**src/fcr_regs.vh**
```
// constants for the flash configuration register bank
`ifndef FCR_REGS_VH
`define FCR_REGS_VH

// ****************************************************************
// register defaults and masks
// ****************************************************************
`define FCR_NV_DEF      16'hFFFF
`define FCR_VOL_DEF     8'hFB
`define FCR_VOL_MASK    8'hFB
`define FCR_XIP_OFF     3'h7
`define FCR_DRV_DEF     3'h7

// ****************************************************************
// persistent_setup fields
// ****************************************************************
`define FCR_NV_DUMMY    15:12
`define FCR_NV_XIP      11:9
`define FCR_NV_DRIVE    8:6
`define FCR_NV_DTR      5
`define FCR_NV_HOLD     4
`define FCR_NV_QUAD     3
`define FCR_NV_DUAL     2
`define FCR_NV_SEG      1
`define FCR_NV_ADDR     0

// ****************************************************************
// runtime_setup fields
// ****************************************************************
`define FCR_VOL_DUMMY   7:4
`define FCR_VOL_XIP     3
`define FCR_VOL_WRAP    1:0

// ****************************************************************
// field codes
// ****************************************************************
`define FCR_DUMMY_ZERO  4'h0
`define FCR_DUMMY_MAX   4'hF
`define FCR_XIP_LAST    3'h4
`define FCR_WRAP_16     2'h0
`define FCR_WRAP_32     2'h1
`define FCR_WRAP_64     2'h2
`define FCR_MASK_16     6'h0F
`define FCR_MASK_32     6'h1F
`define FCR_MASK_64     6'h3F
`define FCR_MASK_NONE   6'h00

// ****************************************************************
// command codes and frame counts
// ****************************************************************
`define FCR_OP_RD_NV    8'hB5
`define FCR_OP_WR_NV    8'hB1
`define FCR_OP_RD_VOL   8'h85
`define FCR_OP_WR_VOL   8'h81
`define FCR_CNT_ZERO    5'h00
`define FCR_CNT_ONE     5'h01
`define FCR_CNT_OPLAST  5'h07
`define FCR_CNT_VOL     5'h08
`define FCR_CNT_NV      5'h10

`endif

```
**src/fcr_nv_store.v**
```verilog
// nonvolatile word store with registered read data
`default_nettype none
`include "fcr_regs.vh"

module fcr_nv_store #(
	parameter        WIDTH     = 16,
	parameter [15:0] RESET_VAL = `FCR_NV_DEF
) (
	input  wire             clk,
	input  wire             porN,
	input  wire             we,
	input  wire [WIDTH-1:0] wd,
	output reg  [WIDTH-1:0] rd_q
);

	reg [WIDTH-1:0] data_q;

	// only power-on loads RESET_VAL into the store; plain reset leaves it alone
	always @(posedge clk or negedge porN) begin
		if (!porN) begin
			data_q <= RESET_VAL[WIDTH-1:0];
			rd_q   <= RESET_VAL[WIDTH-1:0];
		end else begin
			if (we) begin
				data_q <= wd;
			end
			rd_q <= data_q;
		end
	end

endmodule // fcr_nv_store

`default_nettype wire

```
**src/fcr_config_bank.v**
```verilog
// configuration register bank of a serial flash, serial slave side
`default_nettype none
`include "fcr_regs.vh"

module fcr_config_bank #(
	parameter [3:0] DEFAULT_DUMMY = 4'h8
) (
	input  wire       clk,
	input  wire       nrst,
	input  wire       porN,
	input  wire       sclk,
	input  wire       csN,
	input  wire       mosi,
	output reg        miso_q,
	output reg        misoOe_q,
	output reg  [3:0] dummyCycles_q,
	output reg        xipActive_q,
	output reg  [2:0] xipMode_q,
	output reg  [2:0] driveCode_q,
	output reg        dtrOn_q,
	output reg        dataLineThreeHold_q,
	output reg        quadProto_q,
	output reg        dualProto_q,
	output reg        segHigh_q,
	output reg        fourByteAddr_q,
	output reg        extAddrIgnore_q,
	output reg  [5:0] wrapMask_q
);

	localparam [5:0] ST_LOAD  = 6'h01;
	localparam [5:0] ST_IDLE  = 6'h02;
	localparam [5:0] ST_CMD   = 6'h04;
	localparam [5:0] ST_WDATA = 6'h08;
	localparam [5:0] ST_RDATA = 6'h10;
	localparam [5:0] ST_SKIP  = 6'h20;

	// ************************************************************
	// decoders
	// ************************************************************
	function [3:0] dummyOf;
		input [3:0] code;
		input [3:0] fallback;
		begin
			if (code == `FCR_DUMMY_ZERO || code == `FCR_DUMMY_MAX) begin
				dummyOf = fallback;
			end else begin
				dummyOf = code;
			end
		end
	endfunction

	function [5:0] wrapMaskOf;
		input [1:0] code;
		begin
			case (code)
				`FCR_WRAP_16: wrapMaskOf = `FCR_MASK_16;
				`FCR_WRAP_32: wrapMaskOf = `FCR_MASK_32;
				`FCR_WRAP_64: wrapMaskOf = `FCR_MASK_64;
				default:      wrapMaskOf = `FCR_MASK_NONE;
			endcase
		end
	endfunction

	// ************************************************************
	// link synchronisers
	// ************************************************************
	reg [2:0] sclkSync_q;
	reg [1:0] csSync_q;
	reg [1:0] mosiSync_q;

	always @(posedge clk or negedge nrst) begin
		if (!nrst) begin
			sclkSync_q <= 3'h0;
			csSync_q   <= 2'h3;
			mosiSync_q <= 2'h0;
		end else begin
			sclkSync_q <= {sclkSync_q[1:0], sclk};
			csSync_q   <= {csSync_q[0], csN};
			mosiSync_q <= {mosiSync_q[0], mosi};
		end
	end

	wire sclkRise = sclkSync_q[1] & ~sclkSync_q[2];
	wire sclkFall = ~sclkSync_q[1] & sclkSync_q[2];
	wire csHigh   = csSync_q[1];
	wire mosiBit  = mosiSync_q[1];

	// ************************************************************
	// persistent store
	// ************************************************************
	reg         nvWe_q;
	reg  [15:0] nvWd_q;
	wire [15:0] nvRd;

	fcr_nv_store #(
		.WIDTH     (16),
		.RESET_VAL (`FCR_NV_DEF)
	) u_store (
		.clk  (clk),
		.porN (porN),
		.we   (nvWe_q),
		.wd   (nvWd_q),
		.rd_q (nvRd)
	);

	// ************************************************************
	// command engine and internal configuration
	// ************************************************************
	reg  [5:0]  state_q;
	reg  [4:0]  cnt_q;
	reg  [15:0] sh_q;
	reg  [7:0]  op_q;
	reg  [15:0] out_q;
	reg  [7:0]  vol_q;
	wire [7:0]  opNext = {sh_q[6:0], mosiBit};
	wire [7:0]  volNew = sh_q[7:0] & `FCR_VOL_MASK;

	always @(posedge clk or negedge nrst) begin
		if (!nrst) begin
			state_q             <= ST_LOAD;
			cnt_q               <= `FCR_CNT_ZERO;
			sh_q                <= 16'h0000;
			op_q                <= 8'h00;
			out_q               <= 16'h0000;
			vol_q               <= `FCR_VOL_DEF;
			nvWe_q              <= 1'b0;
			nvWd_q              <= 16'h0000;
			miso_q              <= 1'b0;
			misoOe_q            <= 1'b0;
			dummyCycles_q       <= `FCR_DUMMY_MAX;
			xipActive_q         <= 1'b0;
			xipMode_q           <= `FCR_XIP_OFF;
			driveCode_q         <= `FCR_DRV_DEF;
			dtrOn_q             <= 1'b0;
			dataLineThreeHold_q <= 1'b1;
			quadProto_q         <= 1'b0;
			dualProto_q         <= 1'b0;
			segHigh_q           <= 1'b0;
			fourByteAddr_q      <= 1'b0;
			extAddrIgnore_q     <= 1'b0;
			wrapMask_q          <= `FCR_MASK_NONE;
		end else begin
			nvWe_q <= 1'b0;
			case (state_q)
				ST_LOAD: begin
					state_q <= ST_IDLE;
					dummyCycles_q <= dummyOf(nvRd[`FCR_NV_DUMMY],
						`FCR_DUMMY_MAX);
					xipMode_q   <= nvRd[`FCR_NV_XIP];
					xipActive_q <= (nvRd[`FCR_NV_XIP] <= `FCR_XIP_LAST);
					driveCode_q <= nvRd[`FCR_NV_DRIVE];
					dtrOn_q <= ~nvRd[`FCR_NV_DTR];
					dataLineThreeHold_q <= nvRd[`FCR_NV_HOLD];
					quadProto_q <= ~nvRd[`FCR_NV_QUAD];
					dualProto_q <= nvRd[`FCR_NV_QUAD] & ~nvRd[`FCR_NV_DUAL];
					segHigh_q <= ~nvRd[`FCR_NV_SEG];
					fourByteAddr_q <= ~nvRd[`FCR_NV_ADDR];
					extAddrIgnore_q <= ~nvRd[`FCR_NV_ADDR];
					wrapMask_q <= wrapMaskOf(vol_q[`FCR_VOL_WRAP]);
				end
				ST_IDLE: begin
					if (!csHigh) begin
						cnt_q   <= `FCR_CNT_ZERO;
						state_q <= ST_CMD;
					end
				end
				ST_CMD: begin
					if (csHigh) begin
						state_q <= ST_IDLE;
					end else if (sclkRise) begin
						sh_q  <= {sh_q[14:0], mosiBit};
						cnt_q <= cnt_q + `FCR_CNT_ONE;
						if (cnt_q == `FCR_CNT_OPLAST) begin
							op_q  <= opNext;
							cnt_q <= `FCR_CNT_ZERO;
							if (opNext == `FCR_OP_RD_NV) begin
								out_q   <= nvRd;
								state_q <= ST_RDATA;
							end else if (opNext == `FCR_OP_RD_VOL) begin
								out_q   <= {vol_q, vol_q};
								state_q <= ST_RDATA;
							end else if (opNext == `FCR_OP_WR_NV ||
								opNext == `FCR_OP_WR_VOL) begin
								state_q <= ST_WDATA;
							end else begin
								state_q <= ST_SKIP;
							end
						end
					end
				end
				ST_WDATA: begin
					if (csHigh) begin
						state_q <= ST_IDLE;
						// persistent word acts only at next reset
						if (op_q == `FCR_OP_WR_NV &&
							cnt_q == `FCR_CNT_NV) begin
							nvWe_q <= 1'b1;
							nvWd_q <= sh_q;
						end
						if (op_q == `FCR_OP_WR_VOL &&
							cnt_q == `FCR_CNT_VOL) begin
							vol_q <= volNew;
							dummyCycles_q <= dummyOf(volNew[`FCR_VOL_DUMMY],
								DEFAULT_DUMMY);
							xipActive_q <= ~volNew[`FCR_VOL_XIP];
							wrapMask_q <= wrapMaskOf(volNew[`FCR_VOL_WRAP]);
						end
					end else if (sclkRise && cnt_q != `FCR_CNT_NV) begin
						sh_q  <= {sh_q[14:0], mosiBit};
						cnt_q <= cnt_q + `FCR_CNT_ONE;
					end
				end
				ST_RDATA: begin
					if (csHigh) begin
						misoOe_q <= 1'b0;
						state_q  <= ST_IDLE;
					end else if (sclkFall) begin
						// rotation repeats the word while clocks continue
						misoOe_q <= 1'b1;
						miso_q   <= out_q[15];
						out_q    <= {out_q[14:0], out_q[15]};
					end
				end
				ST_SKIP: begin
					if (csHigh) begin
						state_q <= ST_IDLE;
					end
				end
				default: begin
					state_q <= ST_IDLE;
				end
			endcase
		end
	end

endmodule // fcr_config_bank

`default_nettype wire

```
**config.mk**
```make
export PLATFORM = sky130hd
export DESIGN_NAME = fcr_config_bank
export DESIGN_NICKNAME = d
export VERILOG_FILES = /design/src/fcr_nv_store.v /design/src/fcr_config_bank.v
export VERILOG_INCLUDE_DIRS = /design/src /design/src/src
export SDC_FILE = /design/constraint.sdc
export NUM_CORES = 1
export LEC_CHECK = 0
export ABC_CLOCK_PERIOD_IN_PS = 2700
export BUFFER_PORTS_ARGS = -buffer_cell sky130_fd_sc_hd__buf_4
export CAP_MARGIN = 20
export CORE_MARGIN = 10
export CORE_UTILIZATION = 53
export DETAILED_ROUTE_END_ITERATION = 6
export GPL_ROUTABILITY_DRIVEN = 0
export PLACE_DENSITY = 0.71
export SKIP_CTS_REPAIR_TIMING = 1
export SLEW_MARGIN = 25
export SYNTH_ARGS = -nofsm -noshare
export SYNTH_HDL_FRONTEND = slang
export SYNTH_SLANG_ARGS = --single-unit
```
**constraint.sdc**
```tcl
create_clock -name clk -period 2.7 [get_ports clk]
set_input_delay 0.54 -clock clk [delete_from_list [all_inputs] [get_ports clk]]
set_output_delay 0.54 -clock clk [all_outputs]
set_load 0.01 [all_outputs]
```
======== Word-level counts from Yosys, hierarchy flattened ========
Index checks and enable logic that the tools add are counted.
operators by class
  add/subtract/negate cells ............... 1
  $lt $le $gt $ge ......................... 1
  bitwise operators ....................... 12
  reduce and logical (&&, ||, !) cells .... 26
  eq/ne operators ......................... 36
  muxes and demuxes ....................... 47
operators by type and width
  kind                                            number
  2-to-1 mux 16 bit                               11
  case mux 16 bit (2 select lines)                2
  2-to-1 mux 6 bit                                10
  case mux 6 bit (3 select lines)                 3
  == test 8 bit (second input constant)           6
  2-to-1 mux 5 bit                                6
  != test 2 bit (second input constant)           10
  2-to-1 mux 4 bit                                4
  case mux 5 bit (3 select lines)                 1
  case mux 6 bit (2 select lines)                 1
  AND reduction 3 bit                             4
  != test 3 bit (second input constant)           3
  NOT 1 bit                                       9
  == test 4 bit (second input constant)           2
  logical NOT 4 bit                               2
  case mux 4 bit (2 select lines)                 1
  AND reduction 4 bit                             2
  nonzero test 2 bit                              4
  2-to-1 mux 1 bit                                7
  AND reduction 7 bit                             1
  == test 6 x 1 -> 1 bit (second input constant)  1
  == test 6 x 2 -> 1 bit (second input constant)  1
  == test 6 x 3 -> 1 bit (second input constant)  1
  == test 6 x 4 -> 1 bit (second input constant)  1
  other kinds (21)                                30
word-level totals
  input port bits ......................... 6
  output and inout bits ................... 26
  register bits ........................... 139
  word-level logic and storage cells ...... 149

======== Depth between registers and ports, before layout ========
  depth after elaboration ................. 9
  mapped depth ............................ 9
  depth with buffers taken out ............ 7

======== Hierarchy ========
A second synthesis with hierarchy kept.
unflattened totals
  cells, all modules ...................... 446
  area total of the unflattened synthesis .. 5871.9 um^2
modules (own cells, without submodules)
  module           sequential area each (um^2)  area an instance (um^2)  instances  cells an instance
  fcr_config_bank  2628.8                       4782.1                   1          396
  fcr_nv_store     840.8                        1089.8                   1          50

======== Worst setup path before layout ========
No wires, ideal clock.
  kind .................................... register to register
  start point ............................. reg cnt_q[0]
  end point ............................... reg wrapMask_q[3]
  stages on the path, launching flop included .. 9
  data arrival time ....................... 2.200 ns
  period minus slack after synthesis ...... 2.325 ns
  path slack .............................. 0.375 ns
  library setup time ...................... 0.125 ns
  path buffers ............................ 1
  required time ........................... 2.575 ns
  path through ............................ dfrtp_1 -> inv_1 -> ha_1 -> or4b_1 -> or3_1 -> or3_1 -> buf_6 -> nand2_8 -> mux2_4
on the way
  cells in the longest elaborated chain, start to end .. 4
ends and longest elaborated chain
  item                                     RTL line               RTL
  start: declaration                       fcr_config_bank.v:110  reg [4:0] cnt_q;
  start signal: assignment                 fcr_config_bank.v:121  cnt_q <= `FCR_CNT_ZERO;
  start signal: assignment                 fcr_config_bank.v:163  cnt_q <= `FCR_CNT_ZERO;
  start signal: assignment                 fcr_config_bank.v:172  cnt_q <= cnt_q + `FCR_CNT_ONE;
  == test 5 x 4 -> 1 bit (no source line)  --
  logical AND 1 bit (no source line)       --
  != test 2 bit (no source line)           --
  AND reduction 3 bit (no source line)     --
  end signal: assignment                   fcr_config_bank.v:141  wrapMask_q <= `FCR_MASK_NONE;
  end signal: assignment                   fcr_config_bank.v:159  wrapMask_q <= wrapMaskOf(vol_q[`FCR_VOL_WRAP]);
  end signal: assignment                   fcr_config_bank.v:206  wrapMask_q <= wrapMaskOf(volNew[`FCR_VOL_WRAP]);
  end: declaration                         fcr_config_bank.v:27   output reg [5:0] wrapMask_q
Every way passes these cells.
A chain may end at the register's enable or synchronous reset.

======== Worst setup path after layout ========
  start point ............................. reg cnt_q[0]
  end point ............................... reg xipActive_q
on the way
  cells in the longest elaborated chain, start to end .. 4
ends and longest elaborated chain
  item                                     RTL line               RTL
  == test 5 x 4 -> 1 bit (no source line)  --
  logical AND 1 bit (no source line)       --
  != test 2 bit (no source line)           --
  AND reduction 3 bit (no source line)     --
  end signal: assignment                   fcr_config_bank.v:150  xipActive_q <= (nvRd[`FCR_NV_XIP] <= `FCR_XIP_LAST);
  end signal: assignment                   fcr_config_bank.v:205  xipActive_q <= ~volNew[`FCR_VOL_XIP];
  end: declaration                         fcr_config_bank.v:17   output reg xipActive_q,
Every way passes these cells.

==> metrics.md <==
| Metric | Value |
|---|---|
| Yosys cell types | 47 |
| WP data arrival | 2.87 ns |
| Clock tree buffer depth | 2 |
| Setup Skew | 0.00908 ns |
| Ys flop type | dfrtp_1 |
| Synth Net Count | 441 |
| # DRC | 0 |
| Die height | 125 um |
| Detailed-route wire length | 11.4 mm |
| Diodes inserted | 0 |
| Fin. Hold Viols | 0 |
| Wire length of the first global-routing pass | 19.3 mm |
| Max Transition Viols Final | 0 |
| Max Cap Viol | 0 |
| Total grt overflow | 0 |
| Startpoint Class | flip-flop |
| Top-area cell type share of the netlist area | 0.352 |
| Post-DP HPWL | 7.61 mm |
| Layout cell share with drive strength beyond 1 | 0.480 |
| Register area share after synthesis | 0.588 |
| Fin Hold WS | 0.0652 ns |
| Via density | 5.52 |
| Core area | 0.0109 mm^2 |
| Worst Path Required | 3.11 ns |
| Commonest non-fill, non-tap cell in the layout | dfrtp_1 |
| H-tree levels | 4 |
| IO Count | 32 |
| Vias in the first global route | 3560 |
| DP Cell Count | 589 |
| Routed via count | 3427 |
| Synthesized instance count | 429 |
| EDFF count, synth | 0 |
| Gr usage total | 0.153 |
| Critical Path Sink Type | flip-flop |
| Horiz. Die Dim | 125 um |
| Fill cell count | 804 |
| Pin count of the biggest net entering global routing | 105 |
| 1st-pass router iterations | 4 |
| Mean Syn Cell Area | 13.7 um^2 |
| CTS tree | yes |
| Final setup violation count | 0 |
| Period utilization | 0.908 |
| Place WS | 0.258 ns |
| Total power | 4.49 mW |
| Leakage Power | 3.18 nW |
| Antenna violations before repair | 0 |
| Placed Area | 0.00629 mm^2 |
| Rows | 38 |
| Netlist Area Pre-Place | 0.00590 mm^2 |
| Post-route ant nets | 0 |
| Area grow syn2layout | 16.4% |
| Crit Path Max Fanout | 8 |
| Minimum clock period | 2.45 ns |
| Maximum VDD drop | 411 uV |
| Most frequent cells in the layout | dfrtp_1, mux2_2, dfstp_2, buf_4, mux2_4 |
| Initial cell density of the core | 0.542 |
| Top cells by area, synth | dfrtp_1, dfstp_2, mux2_2 |
| FMAX | 408 MHz |
| CTS sink cnt | 136 |
| IO buf count | 31 |
| CTS buffer count | 17 |
| Relative slew slack | 0.549 |
| NumNets Final | 480 |
| Final core utilization | 0.630 |
| CTS root buf | clkbuf_8 |
| Post-route insts no fill | 621 |
| Async SR Flop Fraction | 1.00 |
| Die Area | 0.0157 mm^2 |
| Post-route cell area | 0.00686 mm^2 |
| Worst-path clk slew | 0.06 ns |
| Final WS setup | 0.249 ns |
| Critical path type | flip-flop to flip-flop |
| 1st-iter DRT viols | 217 |
| Status | complete, no violations |
| Synthesized flop and latch total | 136 |
| Hold Crit Class | input pin to asynchronous set/reset pin |
| Clk_lat worst skew | 0.53 ns |
| Power Density | 654 mW/mm^2 |
| Routed WL per cell | 18.3 um |
| Pin slew with the least headroom to its limit | 0.676 ns |
| Setup TNS | 0 ns |
| Yosys warns | 0 |
| Post-synth top area cell | dfrtp_1 |
| RSZ-0062 raised after global routing | false |
-- per-layer routing --
layer | GRT usage | part of all wire | vias up
li1 | - | - | 1601
met1 | 0.196 | 0.45 | 1736
met2 | 0.230 | 0.47 | 71
met3 | 0.0524 | 0.059 | 19
met4 | 0.0664 | 0.019 | 0
met5 | 0 | 0 | -
-- cell type report --
cell class                 count  area [um^2]  area share
inverter                       9         33.8     0.00492
timing repair buffer          44          355      0.0518
clock buffer                  20          435      0.0634
multi-input combinational    260         2250       0.328
tap                          140          175      0.0255
clock inverter                12          141      0.0206
sequential                   136         3470       0.505
-- critical path: stages (launching register included) --
cell and delay (ns):
dfrtp_1 0.40, inv_1 0.11, ha_1 0.17, or4b_1 0.42, or3_1 0.32, or3_1 0.43
nand2_8 0.17, mux2_4 0.31
-- power breakdown --
group          switching, mW  leakage, nW  total, mW  internal, mW
registers             0.0241         1.67       2.10          2.08
clock network          0.878        0.277       2.23          1.35
logic                 0.0943         1.23      0.158        0.0637
total                  0.996         3.18       4.49          3.49
-- path summary, 6_finish.rpt --
| kind | cells past startpoint | end | slack [ns] | from |
|---|---|---|---|---|
| max in group asynchronous | 2 | dataLineThreeHold_q | 2.21 | nrst |
| worst max-delay path | 7 | xipActive_q | 0.25 | cnt_q[0] |
| worst max register to register | 7 | xipActive_q | 0.25 | cnt_q[0] |
| min in group clk | 1 | mosiSync_q[0] | 0.12 | mosi |
| worst min-delay path | 2 | cnt_q[0] | 0.07 | nrst |
| worst min register to register | 0 | sclkSync_q[1] | 0.35 | sclkSync_q[0] |
-- cell families after synthesis --
family	synth area share
compound gates	0.0497
xor+xnor	0.00297
fa+ha+maj	0.0127
buf+inv	0.0295
flops	0.588
mux	0.224
other cells	0.000636
simple gates	0.0919
-- flip-flops by register name, summed over array words and instances, names as in the netlist, 2 cells and up --
| register | cells |
|---|---|
| cnt_q | 5 |
| csSync_q | 2 |
| driveCode_q | 3 |
| dummyCycles_q | 4 |
| mosiSync_q | 2 |
| nvWd_q | 16 |
| op_q | 8 |
| out_q | 16 |
| sclkSync_q | 3 |
| sh_q | 16 |
| state_q | 6 |
| u_store.data_q | 16 |
| u_store.rd_q | 16 |
| vol_q | 7 |
| wrapMask_q | 3 |
| xipMode_q | 3 |
-- cell usage after synthesis, types with 3 or more instances --
master    number
buf_2          4
mux2i_1       17
nand2_1       17
or3_1          3
nor2_1        21
nand2b_1       6
buf_6          3
inv_1          9
dfrtp_1       83
clkbuf_1      10
buf_4          6
a21oi_1       18
ha_1           6
nor3_1        10
mux2_4        22
dfstp_2       53
mux2_2        73
nand3_1       11
nor4b_1        4
o21ai_0       21
(Power assumes the default switching activity.)
